==> src/rtl/adc_consts.vh <==
`ifndef ADC_CONSTS_VH
`define ADC_CONSTS_VH

// clock rate and documented times
`define ADC_CLK_MHZ          50
`define ADC_SETTLE_US        11
`define ADC_SETTLE_SHORT_US  8
`define ADC_HOLD_US          2
`define ADC_CONV_US          20
`define ADC_REACQ_US         4
`define ADC_RES_BITS         10
`define ADC_DEV_W            6

// derived cycle counts
`define ADC_SETTLE_CYC       (`ADC_SETTLE_US * `ADC_CLK_MHZ)
`define ADC_SETTLE_SHORT_CYC (`ADC_SETTLE_SHORT_US * `ADC_CLK_MHZ)
`define ADC_HOLD_CYC         (`ADC_HOLD_US * `ADC_CLK_MHZ)
`define ADC_BIT_CYC          (`ADC_CONV_US * `ADC_CLK_MHZ / `ADC_RES_BITS)
`define ADC_REACQ_CYC        (`ADC_REACQ_US * `ADC_CLK_MHZ)

// register map, byte addresses
`define ADC_ADDR_W           4
`define ADC_CMD_OFS          4'h0
`define ADC_REPLY_OFS        4'h4
`define ADC_STATE_OFS        4'h8

// command word fields
`define ADC_CMD_FN_LSB       12
`define ADC_CMD_DEV_LSB      15

// instruction functions
`define ADC_FN_CLEAR         3'h0
`define ADC_FN_LOAD_MUX      3'h1
`define ADC_FN_START         3'h2
`define ADC_FN_READ_BUF      3'h3
`define ADC_FN_SKIP_DONE     3'h4
`define ADC_FN_SKIP_ERR      3'h5
`define ADC_FN_LOAD_EN       3'h6
`define ADC_FN_READ_REGS     3'h7

// enable field positions in the accumulator word
`define ADC_EN_LSB           5
`define ADC_EN_MSB           9

// enable register bit positions
`define ADC_EN_UNI           0
`define ADC_EN_INC           1
`define ADC_EN_EXT           2
`define ADC_EN_ERR_IE        3
`define ADC_EN_DONE_IE       4

// responses, reset values and result buffer size
`define ADC_RESP_OKAY        2'h0
`define ADC_RESP_SLVERR      2'h2
`define ADC_PIN_RST          10'h001
`define ADC_FIFO_DEPTH       32
`define ADC_FIFO_AW          5

`endif

==> src/rtl/adc_fifo.v <==
`timescale 1ns/1ps
`default_nettype none

module adc_fifo #(
    parameter WIDTH = 12,
    parameter DEPTH = 32,
    parameter AW    = 5
) (
    input  wire             aclk,
    input  wire             aresetn,
    input  wire             in_valid,
    output wire             in_ready,
    input  wire [WIDTH-1:0] in_data,
    output wire             out_valid,
    input  wire             out_ready,
    output wire [WIDTH-1:0] out_data
);
    reg [WIDTH-1:0] mem [0:DEPTH-1];
    reg [AW-1:0]    wr_q;
    reg [AW-1:0]    rd_q;
    reg [AW:0]      count_q;

    localparam [AW:0] FULL = DEPTH[AW:0];

    wire push = in_valid & in_ready;
    wire pop  = out_valid & out_ready;

    assign in_ready  = (count_q != FULL);
    assign out_valid = (count_q != {(AW+1){1'b0}});
    assign out_data  = mem[rd_q];

    always @(posedge aclk) begin
        if (push) begin
            mem[wr_q] <= in_data;
        end
    end

    always @(posedge aclk) begin
        if (!aresetn) begin
            wr_q    <= {AW{1'b0}};
            rd_q    <= {AW{1'b0}};
            count_q <= {(AW+1){1'b0}};
        end else begin
            if (push) begin
                wr_q <= wr_q + 1'b1;
            end
            if (pop) begin
                rd_q <= rd_q + 1'b1;
            end
            if (push & ~pop) begin
                count_q <= count_q + 1'b1;
            end else if (pop & ~push) begin
                count_q <= count_q - 1'b1;
            end
        end
    end
endmodule

`default_nettype wire

==> src/rtl/adc_ctl.v <==
`timescale 1ns/1ps
`default_nettype none
`include "adc_consts.vh"

module adc_ctl (
    input  wire        aclk,
    input  wire        aresetn,
    input  wire [3:0]  s_axi_awaddr,
    input  wire        s_axi_awvalid,
    output reg         s_axi_awready,
    input  wire [31:0] s_axi_wdata,
    input  wire [3:0]  s_axi_wstrb,
    input  wire        s_axi_wvalid,
    output reg         s_axi_wready,
    output reg  [1:0]  s_axi_bresp,
    output reg         s_axi_bvalid,
    input  wire        s_axi_bready,
    input  wire [3:0]  s_axi_araddr,
    input  wire        s_axi_arvalid,
    output reg         s_axi_arready,
    output reg  [31:0] s_axi_rdata,
    output reg  [1:0]  s_axi_rresp,
    output reg         s_axi_rvalid,
    input  wire        s_axi_rready,
    input  wire [5:0]  device_code,
    input  wire        external_trigger_n,
    input  wire        rtc_overflow,
    input  wire        settle_shorten_jumper,
    input  wire        comp_in,
    output reg  [3:0]  mux_sel,
    output reg         unipolar,
    output reg         sh_hold,
    output reg  [9:0]  dac_code,
    output reg         irq
);
    localparam [2:0] ST_IDLE   = 3'h0;
    localparam [2:0] ST_SETTLE = 3'h1;
    localparam [2:0] ST_HOLD   = 3'h2;
    localparam [2:0] ST_CONV   = 3'h3;
    localparam [2:0] ST_STORE  = 3'h4;
    localparam [2:0] ST_REACQ  = 3'h5;

    // counts stay integer here and are cut to the timer width where used
    localparam integer SETTLE_CYC = `ADC_SETTLE_CYC;
    localparam integer SHORT_CYC  = `ADC_SETTLE_SHORT_CYC;
    localparam integer HOLD_CYC   = `ADC_HOLD_CYC;
    localparam integer BIT_CYC    = `ADC_BIT_CYC;
    localparam integer REACQ_CYC  = `ADC_REACQ_CYC;
    localparam [9:0] PIN_RST    = `ADC_PIN_RST;

    // pin synchronisers, two flops each
    wire [9:0] pin_raw;
    wire [9:0] pin_s;
    assign pin_raw = {device_code, comp_in, settle_shorten_jumper,
                      rtc_overflow, external_trigger_n};
    genvar gi;
    generate
        for (gi = 0; gi < 10; gi = gi + 1) begin : g_sync
            reg meta_q;
            reg sync_q;
            always @(posedge aclk) begin
                if (!aresetn) begin
                    meta_q <= PIN_RST[gi];
                    sync_q <= PIN_RST[gi];
                end else begin
                    meta_q <= pin_raw[gi];
                    sync_q <= meta_q;
                end
            end
            assign pin_s[gi] = sync_q;
        end
    endgenerate

    wire       ext_s   = pin_s[0];
    wire       rtc_s   = pin_s[1];
    wire       short_s = pin_s[2];
    wire       comp_s  = pin_s[3];
    wire [5:0] dev_s   = pin_s[9:4];

    reg        ext_prev_q;
    reg        rtc_prev_q;
    reg        aw_got_q;
    reg        w_got_q;
    reg [3:0]  awaddr_q;
    reg [31:0] wdata_q;
    reg [3:0]  wstrb_q;
    reg [2:0]  state_q;
    reg [9:0]  timer_q;
    reg [3:0]  bit_q;
    reg        reacq_q;
    reg        conv_uni_q;
    reg        done_q;
    reg        err_q;
    reg [4:0]  enable_q;
    reg [11:0] ac_q;
    reg        skip_q;
    reg        match_q;
    reg        done_d;
    reg        err_d;

    wire ext_fall = ext_prev_q & ~ext_s;
    wire rtc_rise = rtc_s & ~rtc_prev_q;

    // command decode
    wire        wr_go   = aw_got_q & w_got_q & ~s_axi_bvalid;
    wire        cmd_hit = wr_go & (awaddr_q == `ADC_CMD_OFS);
    wire [2:0]  fn      = wdata_q[`ADC_CMD_FN_LSB +: 3];
    wire [5:0]  cmd_dev = wdata_q[`ADC_CMD_DEV_LSB +: `ADC_DEV_W];
    wire [11:0] acin    = wdata_q[11:0];
    wire        dev_ok  = (cmd_dev == dev_s);
    wire        cmd_go  = cmd_hit & (&wstrb_q[2:0]) & dev_ok;
    wire fn_clear = cmd_go & (fn == `ADC_FN_CLEAR);
    wire fn_lmux  = cmd_go & (fn == `ADC_FN_LOAD_MUX);
    wire fn_start = cmd_go & (fn == `ADC_FN_START);
    wire fn_read  = cmd_go & (fn == `ADC_FN_READ_BUF);
    wire fn_len   = cmd_go & (fn == `ADC_FN_LOAD_EN);

    // start sources
    wire hw_start = enable_q[`ADC_EN_EXT] & (ext_fall | rtc_rise);
    wire any_start = fn_start | hw_start;
    wire busy      = (state_q != ST_IDLE);

    // result buffer path
    wire        fifo_in_ready;
    wire        fifo_out_valid;
    wire [11:0] fifo_out_data;
    wire        push = (state_q == ST_STORE) & fifo_in_ready;
    wire [11:0] result = conv_uni_q ? {2'b00, dac_code} :
                         {{3{~dac_code[9]}}, dac_code[8:0]};

    adc_fifo #(
        .WIDTH (12),
        .DEPTH (`ADC_FIFO_DEPTH),
        .AW    (`ADC_FIFO_AW)
    ) u_fifo (
        .aclk      (aclk),
        .aresetn   (aresetn),
        .in_valid  (state_q == ST_STORE),
        .in_ready  (fifo_in_ready),
        .in_data   (result),
        .out_valid (fifo_out_valid),
        .out_ready (fn_read),
        .out_data  (fifo_out_data)
    );

    // flags: a hardware set wins over a clear in the same cycle
    always @* begin
        done_d = done_q;
        err_d  = err_q;
        if (fn_clear | fn_start | fn_read) begin
            done_d = 1'b0;
        end
        if (fn_clear | fn_start) begin
            err_d = 1'b0;
        end
        if (push) begin
            done_d = 1'b1;
        end
        if ((any_start & busy) | (push & fn_read)) begin
            err_d = 1'b1;
        end
    end

    // register bus slave
    always @(posedge aclk) begin
        if (!aresetn) begin
            s_axi_awready <= 1'b1;
            s_axi_wready  <= 1'b1;
            s_axi_bvalid  <= 1'b0;
            s_axi_bresp   <= `ADC_RESP_OKAY;
            s_axi_arready <= 1'b1;
            s_axi_rvalid  <= 1'b0;
            s_axi_rresp   <= `ADC_RESP_OKAY;
            s_axi_rdata   <= 32'h0000_0000;
            aw_got_q      <= 1'b0;
            w_got_q       <= 1'b0;
            awaddr_q      <= 4'h0;
            wdata_q       <= 32'h0000_0000;
            wstrb_q       <= 4'h0;
        end else begin
            if (s_axi_awvalid & s_axi_awready) begin
                awaddr_q      <= s_axi_awaddr;
                aw_got_q      <= 1'b1;
                s_axi_awready <= 1'b0;
            end
            if (s_axi_wvalid & s_axi_wready) begin
                wdata_q      <= s_axi_wdata;
                wstrb_q      <= s_axi_wstrb;
                w_got_q      <= 1'b1;
                s_axi_wready <= 1'b0;
            end
            if (wr_go) begin
                s_axi_bvalid <= 1'b1;
                if (awaddr_q == `ADC_CMD_OFS ||
                    awaddr_q == `ADC_REPLY_OFS ||
                    awaddr_q == `ADC_STATE_OFS) begin
                    s_axi_bresp <= `ADC_RESP_OKAY;
                end else begin
                    s_axi_bresp <= `ADC_RESP_SLVERR;
                end
            end
            if (s_axi_bvalid & s_axi_bready) begin
                s_axi_bvalid  <= 1'b0;
                aw_got_q      <= 1'b0;
                w_got_q       <= 1'b0;
                s_axi_awready <= 1'b1;
                s_axi_wready  <= 1'b1;
            end
            if (s_axi_arvalid & s_axi_arready) begin
                s_axi_arready <= 1'b0;
                s_axi_rvalid  <= 1'b1;
                s_axi_rresp   <= `ADC_RESP_OKAY;
                case (s_axi_araddr)
                    `ADC_CMD_OFS: begin
                        s_axi_rdata <= 32'h0000_0000;
                    end
                    `ADC_REPLY_OFS: begin
                        s_axi_rdata <= {18'h00000, match_q, skip_q, ac_q};
                    end
                    `ADC_STATE_OFS: begin
                        s_axi_rdata <= {24'h000000, ~fifo_in_ready,
                                        fifo_out_valid, busy, 2'b00,
                                        state_q};
                    end
                    default: begin
                        s_axi_rdata <= 32'h0000_0000;
                        s_axi_rresp <= `ADC_RESP_SLVERR;
                    end
                endcase
            end
            if (s_axi_rvalid & s_axi_rready) begin
                s_axi_rvalid  <= 1'b0;
                s_axi_arready <= 1'b1;
            end
        end
    end

    // program-visible registers and instruction replies
    always @(posedge aclk) begin
        if (!aresetn) begin
            done_q   <= 1'b0;
            err_q    <= 1'b0;
            enable_q <= 5'h00;
            mux_sel  <= 4'h0;
            unipolar <= 1'b0;
            ac_q     <= 12'h000;
            skip_q   <= 1'b0;
            match_q  <= 1'b0;
            irq      <= 1'b0;
        end else begin
            done_q   <= done_d;
            err_q    <= err_d;
            unipolar <= enable_q[`ADC_EN_UNI];
            irq <= (done_q & enable_q[`ADC_EN_DONE_IE]) |
                   (err_q & enable_q[`ADC_EN_ERR_IE]);
            if (fn_clear) begin
                enable_q <= 5'h00;
                mux_sel  <= 4'h0;
            end else if (fn_lmux) begin
                mux_sel <= acin[3:0];
            end else if (push & enable_q[`ADC_EN_INC]) begin
                mux_sel <= mux_sel + 4'h1;
            end
            if (fn_len) begin
                enable_q <= acin[`ADC_EN_MSB:`ADC_EN_LSB];
            end
            if (cmd_hit) begin
                match_q <= dev_ok;
            end
            if (cmd_go) begin
                skip_q <= 1'b0;
                case (fn)
                    `ADC_FN_LOAD_MUX, `ADC_FN_LOAD_EN: begin
                        ac_q <= 12'h000;
                    end
                    `ADC_FN_READ_BUF: begin
                        ac_q <= fifo_out_valid ? fifo_out_data : 12'h000;
                    end
                    `ADC_FN_SKIP_DONE: begin
                        skip_q <= done_q;
                    end
                    `ADC_FN_SKIP_ERR: begin
                        skip_q <= err_q;
                    end
                    `ADC_FN_READ_REGS: begin
                        ac_q <= {done_q, err_q, enable_q, 1'b0, mux_sel};
                    end
                    default: begin
                        ac_q <= ac_q;
                    end
                endcase
            end
        end
    end

    // conversion sequencer
    always @(posedge aclk) begin
        if (!aresetn) begin
            state_q    <= ST_IDLE;
            timer_q    <= 10'h000;
            bit_q      <= 4'h0;
            reacq_q    <= 1'b0;
            conv_uni_q <= 1'b0;
            dac_code   <= 10'h000;
            sh_hold    <= 1'b0;
            ext_prev_q <= 1'b1;
            rtc_prev_q <= 1'b0;
        end else begin
            ext_prev_q <= ext_s;
            rtc_prev_q <= rtc_s;
            case (state_q)
                ST_IDLE: begin
                    if (any_start) begin
                        state_q    <= ST_SETTLE;
                        reacq_q    <= ~fn_start;
                        conv_uni_q <= enable_q[`ADC_EN_UNI];
                        timer_q <= short_s ? SHORT_CYC[9:0] - 10'h001 :
                                   SETTLE_CYC[9:0] - 10'h001;
                    end
                end
                ST_SETTLE: begin
                    if (timer_q == 10'h000) begin
                        state_q <= ST_HOLD;
                        sh_hold <= 1'b1;
                        timer_q <= HOLD_CYC[9:0] - 10'h001;
                    end else begin
                        timer_q <= timer_q - 10'h001;
                    end
                end
                ST_HOLD: begin
                    if (timer_q == 10'h000) begin
                        state_q  <= ST_CONV;
                        dac_code <= 10'h200;
                        bit_q    <= 4'h9;
                        timer_q  <= BIT_CYC[9:0] - 10'h001;
                    end else begin
                        timer_q <= timer_q - 10'h001;
                    end
                end
                ST_CONV: begin
                    if (timer_q == 10'h000) begin
                        // comparator low means trial bit overshoots
                        dac_code <= (comp_s ? dac_code :
                                     dac_code & ~(10'h001 << bit_q)) |
                                    ((10'h001 << bit_q) >> 1);
                        timer_q  <= BIT_CYC[9:0] - 10'h001;
                        if (bit_q == 4'h0) begin
                            state_q <= ST_STORE;
                        end else begin
                            bit_q <= bit_q - 4'h1;
                        end
                    end else begin
                        timer_q <= timer_q - 10'h001;
                    end
                end
                ST_STORE: begin
                    // a full buffer stalls here rather than drop a result
                    if (fifo_in_ready) begin
                        sh_hold <= 1'b0;
                        if (reacq_q) begin
                            state_q <= ST_REACQ;
                            timer_q <= REACQ_CYC[9:0] - 10'h001;
                        end else begin
                            state_q <= ST_IDLE;
                        end
                    end
                end
                ST_REACQ: begin
                    if (timer_q == 10'h000) begin
                        state_q <= ST_IDLE;
                    end else begin
                        timer_q <= timer_q - 10'h001;
                    end
                end
                default: begin
                    state_q <= ST_IDLE;
                end
            endcase
        end
    end
endmodule

`default_nettype wire

==> config.mk <==
export PLATFORM = sky130hd
export DESIGN_NAME = adc_ctl
export DESIGN_NICKNAME = d
export VERILOG_FILES = /design/src/rtl/adc_fifo.v /design/src/rtl/adc_ctl.v
export VERILOG_INCLUDE_DIRS = /design/src /design/src/rtl
export SDC_FILE = /design/constraint.sdc
export NUM_CORES = 1
export LEC_CHECK = 0
export BUFFER_PORTS_ARGS = -buffer_cell sky130_fd_sc_hd__clkbuf_2
export CORE_ASPECT_RATIO = 1.1
export CORE_MARGIN = 2
export CORE_UTILIZATION = 30
export DETAILED_ROUTE_END_ITERATION = 10
export GPL_TIMING_DRIVEN = 1
export PLACE_DENSITY = 0.44
export REMOVE_ABC_BUFFERS = 1
export SLEW_MARGIN = 0
export SYNTH_ARGS = -nofsm -noshare
export SYNTH_HDL_FRONTEND = slang
export SYNTH_SLANG_ARGS = --single-unit
==> constraint.sdc <==
create_clock -name aclk -period 2.9 [get_ports aclk]
set_input_delay 0.435 -clock aclk [delete_from_list [all_inputs] [get_ports aclk]]
set_output_delay 0.435 -clock aclk [all_outputs]
set_load 0.1 [all_outputs]
* Yosys cells after proc, flatten, opt, wreduce, memory -nomap -nowiden
Memories as Yosys holds them, arrays and structs flattened. A register that Yosys moved wholly into a read port is not among the register bits.
Index checks and enable logic that the tools add are counted.
** Storage, ports and cells
- Word-level logic and storage cells :: 217
- Output and inout bits :: 58
- Register bits :: 166
- Latch bits :: 0
- Memory bits (writable) :: 384
- Memories :: 1
- Bits in read-only memories :: 0
** Operators by class
- Divide/modulo/power cells :: 0
- Shift-type cells :: 1
- Equal/unequal tests :: 28
- $add $sub $neg :: 7
- Order comparisons :: 0
- $mul :: 0
- Bitwise gates (word level) :: 45
- Reductions and logical operators :: 33
- Muxes and demuxes :: 48
** Memory list
- u_fifo.mem :: words 32, bits a word 12, read ports 1, clocked after Yosys merged registers in 1, wr ports 1, RTL line adc_fifo.v:18 : reg [WIDTH-1:0] mem [0:DEPTH-1];
** Operators with widths (number)
- $mux W10 :: 9
- $pmux W10 S4 :: 1
- $pmux W12 S3 :: 1
- $pmux W14 S2 :: 1
- $and A1 B1 Y1 :: 27
- $mux W12 :: 2
- $mux W3 :: 8
- $mux W4 :: 5
- $mux W5 :: 4
- $ne A2 B2 Y1 const B :: 10
- $pmux W10 S2 :: 1
- $eq A3 B3 Y1 const B :: 6
- $pmux W3 S6 :: 1
- $reduce_bool A2 Y1 :: 7
- $eq A3 B2 Y1 const B :: 4
- $logic_not A4 Y1 :: 3
- $mux W6 :: 2
- $add A5 B1 Y5 const B :: 2
- $and A10 B10 Y10 :: 1
- $logic_not A10 Y1 :: 1
- $not A10 Y10 :: 1
- $or A10 B9 Y10 :: 1
- $shl A1 B4 Y10 const A :: 1
- $sub A10 B1 Y10 const B :: 1
- other kinds (27) :: 62

* Longest topological paths before layout
- Depth in word-level cells :: 10
- Depth in mapped cells :: 13

* Cells and area by module
Synthesis repeated with hierarchy kept, for this count alone.
** Second synthesis, totals
- Cells, all modules :: 1538
- Area total of the unflattened synthesis :: 21659.5 µm²
** By module, submodules not included
- adc_fifo :: instances 1, area an instance 15890.2 µm², sequential area each 11951.5 µm², cells an instance 844
- adc_ctl :: instances 1, area an instance 5769.3 µm², sequential area each 2542.4 µm², cells an instance 694

* Least setup slack after synthesis
Ideal clock, no wire load.
- Kind :: register to register
- Start :: register s_axi_bvalid
- End :: register u_fifo.count_q[5]
- Arrival :: 3.172 ns
- Period minus slack after synthesis :: 3.300 ns
- Library setup time :: 0.128 ns
- Cell stages (with the launch flop) :: 14
- Setup slack :: -0.400 ns
- Cell sequence :: dfxtp_1 -> and3b_1 -> and3_1 -> and3_1 -> nand2_2 -> ha_1 -> inv_1 -> ha_1 -> a21o_1 -> a21oi_1 -> nand4b_1 -> nand4_1 -> xnor2_1 -> nor2_1
** Between the ends
- Longest elaborated chain between the ends :: 10
** RTL lines
- from (decl) :: RTL line adc_ctl.v:16 : output reg s_axi_bvalid,
- from (signal assigned) :: RTL line adc_ctl.v:169 : s_axi_bvalid <= 1'b0;
- from (signal assigned) :: RTL line adc_ctl.v:193 : s_axi_bvalid <= 1'b1;
- from (signal assigned) :: RTL line adc_ctl.v:203 : s_axi_bvalid <= 1'b0;
- $not A1 Y1 * :: RTL line adc_ctl.v:105 : wire wr_go = aw_got_q & w_got_q & ~s_axi_bvalid;
- $and A1 B1 Y1 * :: RTL line adc_ctl.v:105
- $and A1 B1 Y1 * :: RTL line adc_ctl.v:106 : wire cmd_hit = wr_go & (awaddr_q == `ADC_CMD_OFS);
- $and A1 B1 Y1 * (2 in a row) :: RTL line adc_ctl.v:111 : wire cmd_go = cmd_hit & (&wstrb_q[2:0]) & dev_ok;
- $and A1 B1 Y1 * :: RTL line adc_ctl.v:115 : wire fn_read = cmd_go & (fn == `ADC_FN_READ_BUF);
- $and A1 B1 Y1 * :: RTL line adc_fifo.v:26 : wire pop = out_valid & out_ready;
- $not A1 Y1 :: RTL line adc_fifo.v:50 : if (push & ~pop) begin
- $and A1 B1 Y1 :: RTL line adc_fifo.v:50
- $mux W6 / $reduce_bool A2 Y1 (equally long branches)
- to (signal assigned) :: RTL line adc_fifo.v:42 : count_q <= {(AW+1){1'b0}};
- to (signal assigned) :: RTL line adc_fifo.v:51 : count_q <= count_q + 1'b1;
- to (signal assigned) :: RTL line adc_fifo.v:53 : count_q <= count_q - 1'b1;
- to (decl) :: RTL line adc_fifo.v:21 : reg [AW:0] count_q;
Mark *: on every way between the ends. The rest lies on a longest branch, timed or not.
A chain may end at the register's enable or synchronous reset.

* Worst setup path after layout
- Start :: register awaddr_q[3]
- End :: register u_fifo.count_q[5]
** Between the ends
- Longest elaborated chain between the ends :: 9
** RTL lines
- from (decl) :: RTL line adc_ctl.v:84 : reg [3:0] awaddr_q;
- from (signal assigned) :: RTL line adc_ctl.v:182 : awaddr_q <= s_axi_awaddr;
- $logic_not A4 Y1 (no source line) *
- $and A1 B1 Y1 * :: RTL line adc_ctl.v:106
- $and A1 B1 Y1 * (2 in a row) :: RTL line adc_ctl.v:111
- $and A1 B1 Y1 * :: RTL line adc_ctl.v:115
- $and A1 B1 Y1 * :: RTL line adc_fifo.v:26
- $not A1 Y1 :: RTL line adc_fifo.v:50
- $and A1 B1 Y1 :: RTL line adc_fifo.v:50
- $mux W6 / $reduce_bool A2 Y1 (equally long branches)
Marks and branches as above.

==> impl_metrics.csv <==
group,metric,value,unit
run_status,status,"finished, final reports clean",
timing,relSlewSlack,0.180,
yosys,synth_compound_area_frac,0.0793,
yosys,synthTopCellsByCount,"edfxtp_1 (352), dfxtp_1 (148), nand2_1 (130), nor2_1 (130), a21oi_1 (94)",
yosys,synthSimpleGateAreaFrac,0.100,
timing,drv_slew,0,
die,die_w,253,um
timing,clock_skew,19.6,ps
timing,period_minus_slack,2730,ps
clock_tree,cts_sinks,500,
place,io_buffers,83,
drt,dr.pass1.iters,7,
global_routing,grt_pass1_vias,12741,
power,pwr-share-clk,0.420,
drt,routedWlPerCell,21.7,um
setup_path,r2r_setup_slack,170,ps
clock_tree,clkTransAtPathRegs,60,ps
setup_path,cp.required,3390,ps
layout,fillCellCount,6527,
yosys,syn_area,0.0205,mm2
setup_path,endpoint_kind,"flip-flop",
die,die_height,278,um
yosys,synth_area_leaders,"edfxtp_1 (52%), dfxtp_1 (14%), mux4_2 (6.6%), mux2i_1 (3.3%), nand2_1 (2.4%)",
yosys,synth_fa_ha_area_frac,0.0126,
yosys,yosysWarnings,0,
yosys,synth_top_area_share,0.517,
drt,via_per_inst,4.91,
yosys,synth_seq_cells,500,
place,hpwlAfterDp,36.5,mm
global_routing,grt_pass1_wl,82.5,mm
setup_path,crit_start,"awaddr_q[3]",
setup_path,arrival,3220,ps
layout,drive_above_1_share,0.223,
global_routing,gr-total-overflow,0,
yosys,synthCells,1490,
layout,fin_nets,1740,
clock_tree,cts_setup_buffers,0,
place,dpl_worst_slack,2.43,ps
layout,layout.cells.non_filler,2572,
clock_tree,cts_buffers,57,
timing,setup_slack,168,ps
setup_path,setup.worst_path.class,"flip-flop to flip-flop",
setup_path,startpoint_type,"flip-flop",
die,dieArea,0.0703,mm2
power,power_density,684,mW/mm2
setup_path,critPathMaxFanout,4,
power,switching_share,0.256,
drt,ant_nets,0,
yosys,synth-edff-count,352,
drt,vias,12626,
timing,fmax,366,MHz
yosys,syn_avg_cell_area,13.7,um2
layout,regArea,0.0135,mm2
clock_tree,cts_root_buf,"clkbuf_16",
drt,wirelength,55.8,mm
yosys,ys_seq_area_frac,0.662,
yosys,async_reset_ff_frac,0,
worst_hold_path,min-delay-start,"device_code[5]",
clock_tree,max-clock-path-buffers,3,
run,drv_cap,0,
power,p_leak,8.20,nW
yosys,synth_xor_area_frac,0.00899,
drt,drt_iter0_markers,908,
layout,fin_util,0.359,
worst_hold_path,hold_class,"input port to flip-flop",
place,dp.cells,2464,
yosys,synth_top_family_by_area,"multiplexers",
yosys,ys_types,79,
power,power_frac_seq,0.473,
layout,fin_area,0.0243,mm2
power,combPwrFrac,0.108,
timing,final-setup-viol-count,0,
yosys,yosys.cell_count.top_type,"edfxtp_1",
layout,diodes,0,
die,fp-row-count,100,
yosys,synth_top_area_cell,"edfxtp_1",
setup_path,r2r_start,"awaddr_q[3]",
timing,hold_viol,0,
drt,drc,0,
timing,worst_pin_slew,1230,ps
power,switching_power,0.00424,W
global_routing,antenna_found_initial,1,
timing,final.setup.tns,0,ps
die,start_util,0.303,
power,peakVddDrop,0.486,mV
global_routing,track_usage,0.158,
power,p_int,0.0123,W
yosys,synthMuxAreaShare,0.104,
clock_tree,htree_levels,2,
global_routing,grt_max_degree,54,
layout,multi_input_area,0.00635,mm2
place,postPlaceCellArea,0.0224,mm2
clock_tree,cts_tree,"done",
layout,area_delta_synth_final,18.6,%
die,io_pins,119,
die,core,0.0676,mm2
timing,post-route-period-util,0.942,
clock_tree,clkLatencyLatePin,610,ps
yosys,synthFlopType,"edfxtp_1",
place,gp_congestion,0.780,
[per-layer routing]
layer | vias to the layer above | part of all wire | wire length [um] | track usage
met5 | - | 0.00020 | 11 | 0
met4 | 2 | 0.030 | 1700 | 0.0577
met2 | 288 | 0.46 | 25800 | 0.255
li1 | 5936 | - | - | -
met1 | 6311 | 0.45 | 25200 | 0.210
met3 | 89 | 0.054 | 3020 | 0.0329
[worst max-delay path, cell delays in order (launching register included)]
cell and delay (ps):
dfxtp_1 330, nor4_2 290, buf_4 170, and3_1 170, and3_4 230, nand2_2 70
ha_1 210, inv_1 70, buf_4 130, ha_1 270, a21oi_2 210, nand4b_1 140
nand4_1 130, xnor2_1 150, nor2_1 50
[layout by cell type (no fill, tap or decap), types with 5 or more instances in the layout]
cell type	count
edfxtp_1	352
dfxtp_1	145
nor2_1	130
nand2_1	130
buf_4	107
a21oi_1	93
clkbuf_2	83
mux2i_1	67
mux4_2	60
clkbuf_16	57
a22oi_1	37
nand3_1	33
inv_1	28
o21ai_0	25
nand4_1	23
conb_1	20
and2_1	19
ha_1	19
nor3_1	15
xor2_1	13
a31oi_1	13
clkinv_2	13
nor2b_1	13
clkinv_1	13
or3_1	11
nand2b_1	11
mux2_2	9
clkbuf_1	9
xnor2_1	8
a221o_1	8
a211oi_1	8
o2111ai_1	7
o31ai_1	6
o211ai_1	6
buf_12	6
and3_1	5
o22ai_1	5
bufinv_16	5
[state kept, by name (all words and copies together), names as in the netlist, 3 cells and up, named ones only]
name,cells
u_fifo.count_q,6
bit_q,4
mux_sel,4
u_fifo.mem,352
g_sync.sync_q,8
enable_q,5
ac_q,12
dac_code,10
wstrb_q,3
wdata_q,18
g_sync.meta_q,10
awaddr_q,4
u_fifo.wr_q,5
u_fifo.rd_q,5
timer_q,10
state_q,3
s_axi_rdata,14
[cell families (layout without fill, tap and decap cells)]
group	count (synthesis)	in the layout
adders and majority gates	20	20
other	1	20
and+or+nand+nor	430	430
DFF	500	500
xor gates and xnor gates	21	21
muxes	136	136
AOI/OAI and AO/OA	245	245
buffers and inverters	137	333
[power groups by stage]
stage                     combinational [W]  clock, W  sequential [W]
after floorplan                     0.00109         0         0.00808
after global routing                0.00195   0.00746         0.00785
after detailed placement            0.00178         0         0.00799
after CTS                           0.00179   0.00716         0.00784
final                               0.00179   0.00696         0.00784
after global placement              0.00176         0         0.00798
[timing repair]
item,4_1_cts,5_1_grt
resized for setup,1,6
pin swaps,0,1
endpoints found under the setup margin,1,3
endpoints found under the hold margin,3,0
hold buffers,3,0
[final timing paths]
kind,to,depth (start not counted)
worst max register to register,u_fifo.count_q[5],14
worst min-delay path,g_sync[9].meta_q,2
worst max-delay path,u_fifo.count_q[5],14
worst min register to register,g_sync[2].sync_q,1
[area by class of cell]
class | count | area share
tap | 867 | 0.0447
clock buffer | 67 | 0.0608
clock inverter | 38 | 0.0134
multi-input combinational | 872 | 0.262
timing repair buffer | 199 | 0.0564
inverter | 29 | 0.00454
sequential | 500 | 0.558
[through the flow]
step / power, W / hold slack, ps
floorplan: 0.00917 / 386
global placement: 0.00975 / 414
detailed placement: 0.00976 / 391
CTS: 0.0168 / 0.441
global route: 0.0173 / 27.4
finish: 0.0166 / 36.1
Power figures use the tool's default switching activity.
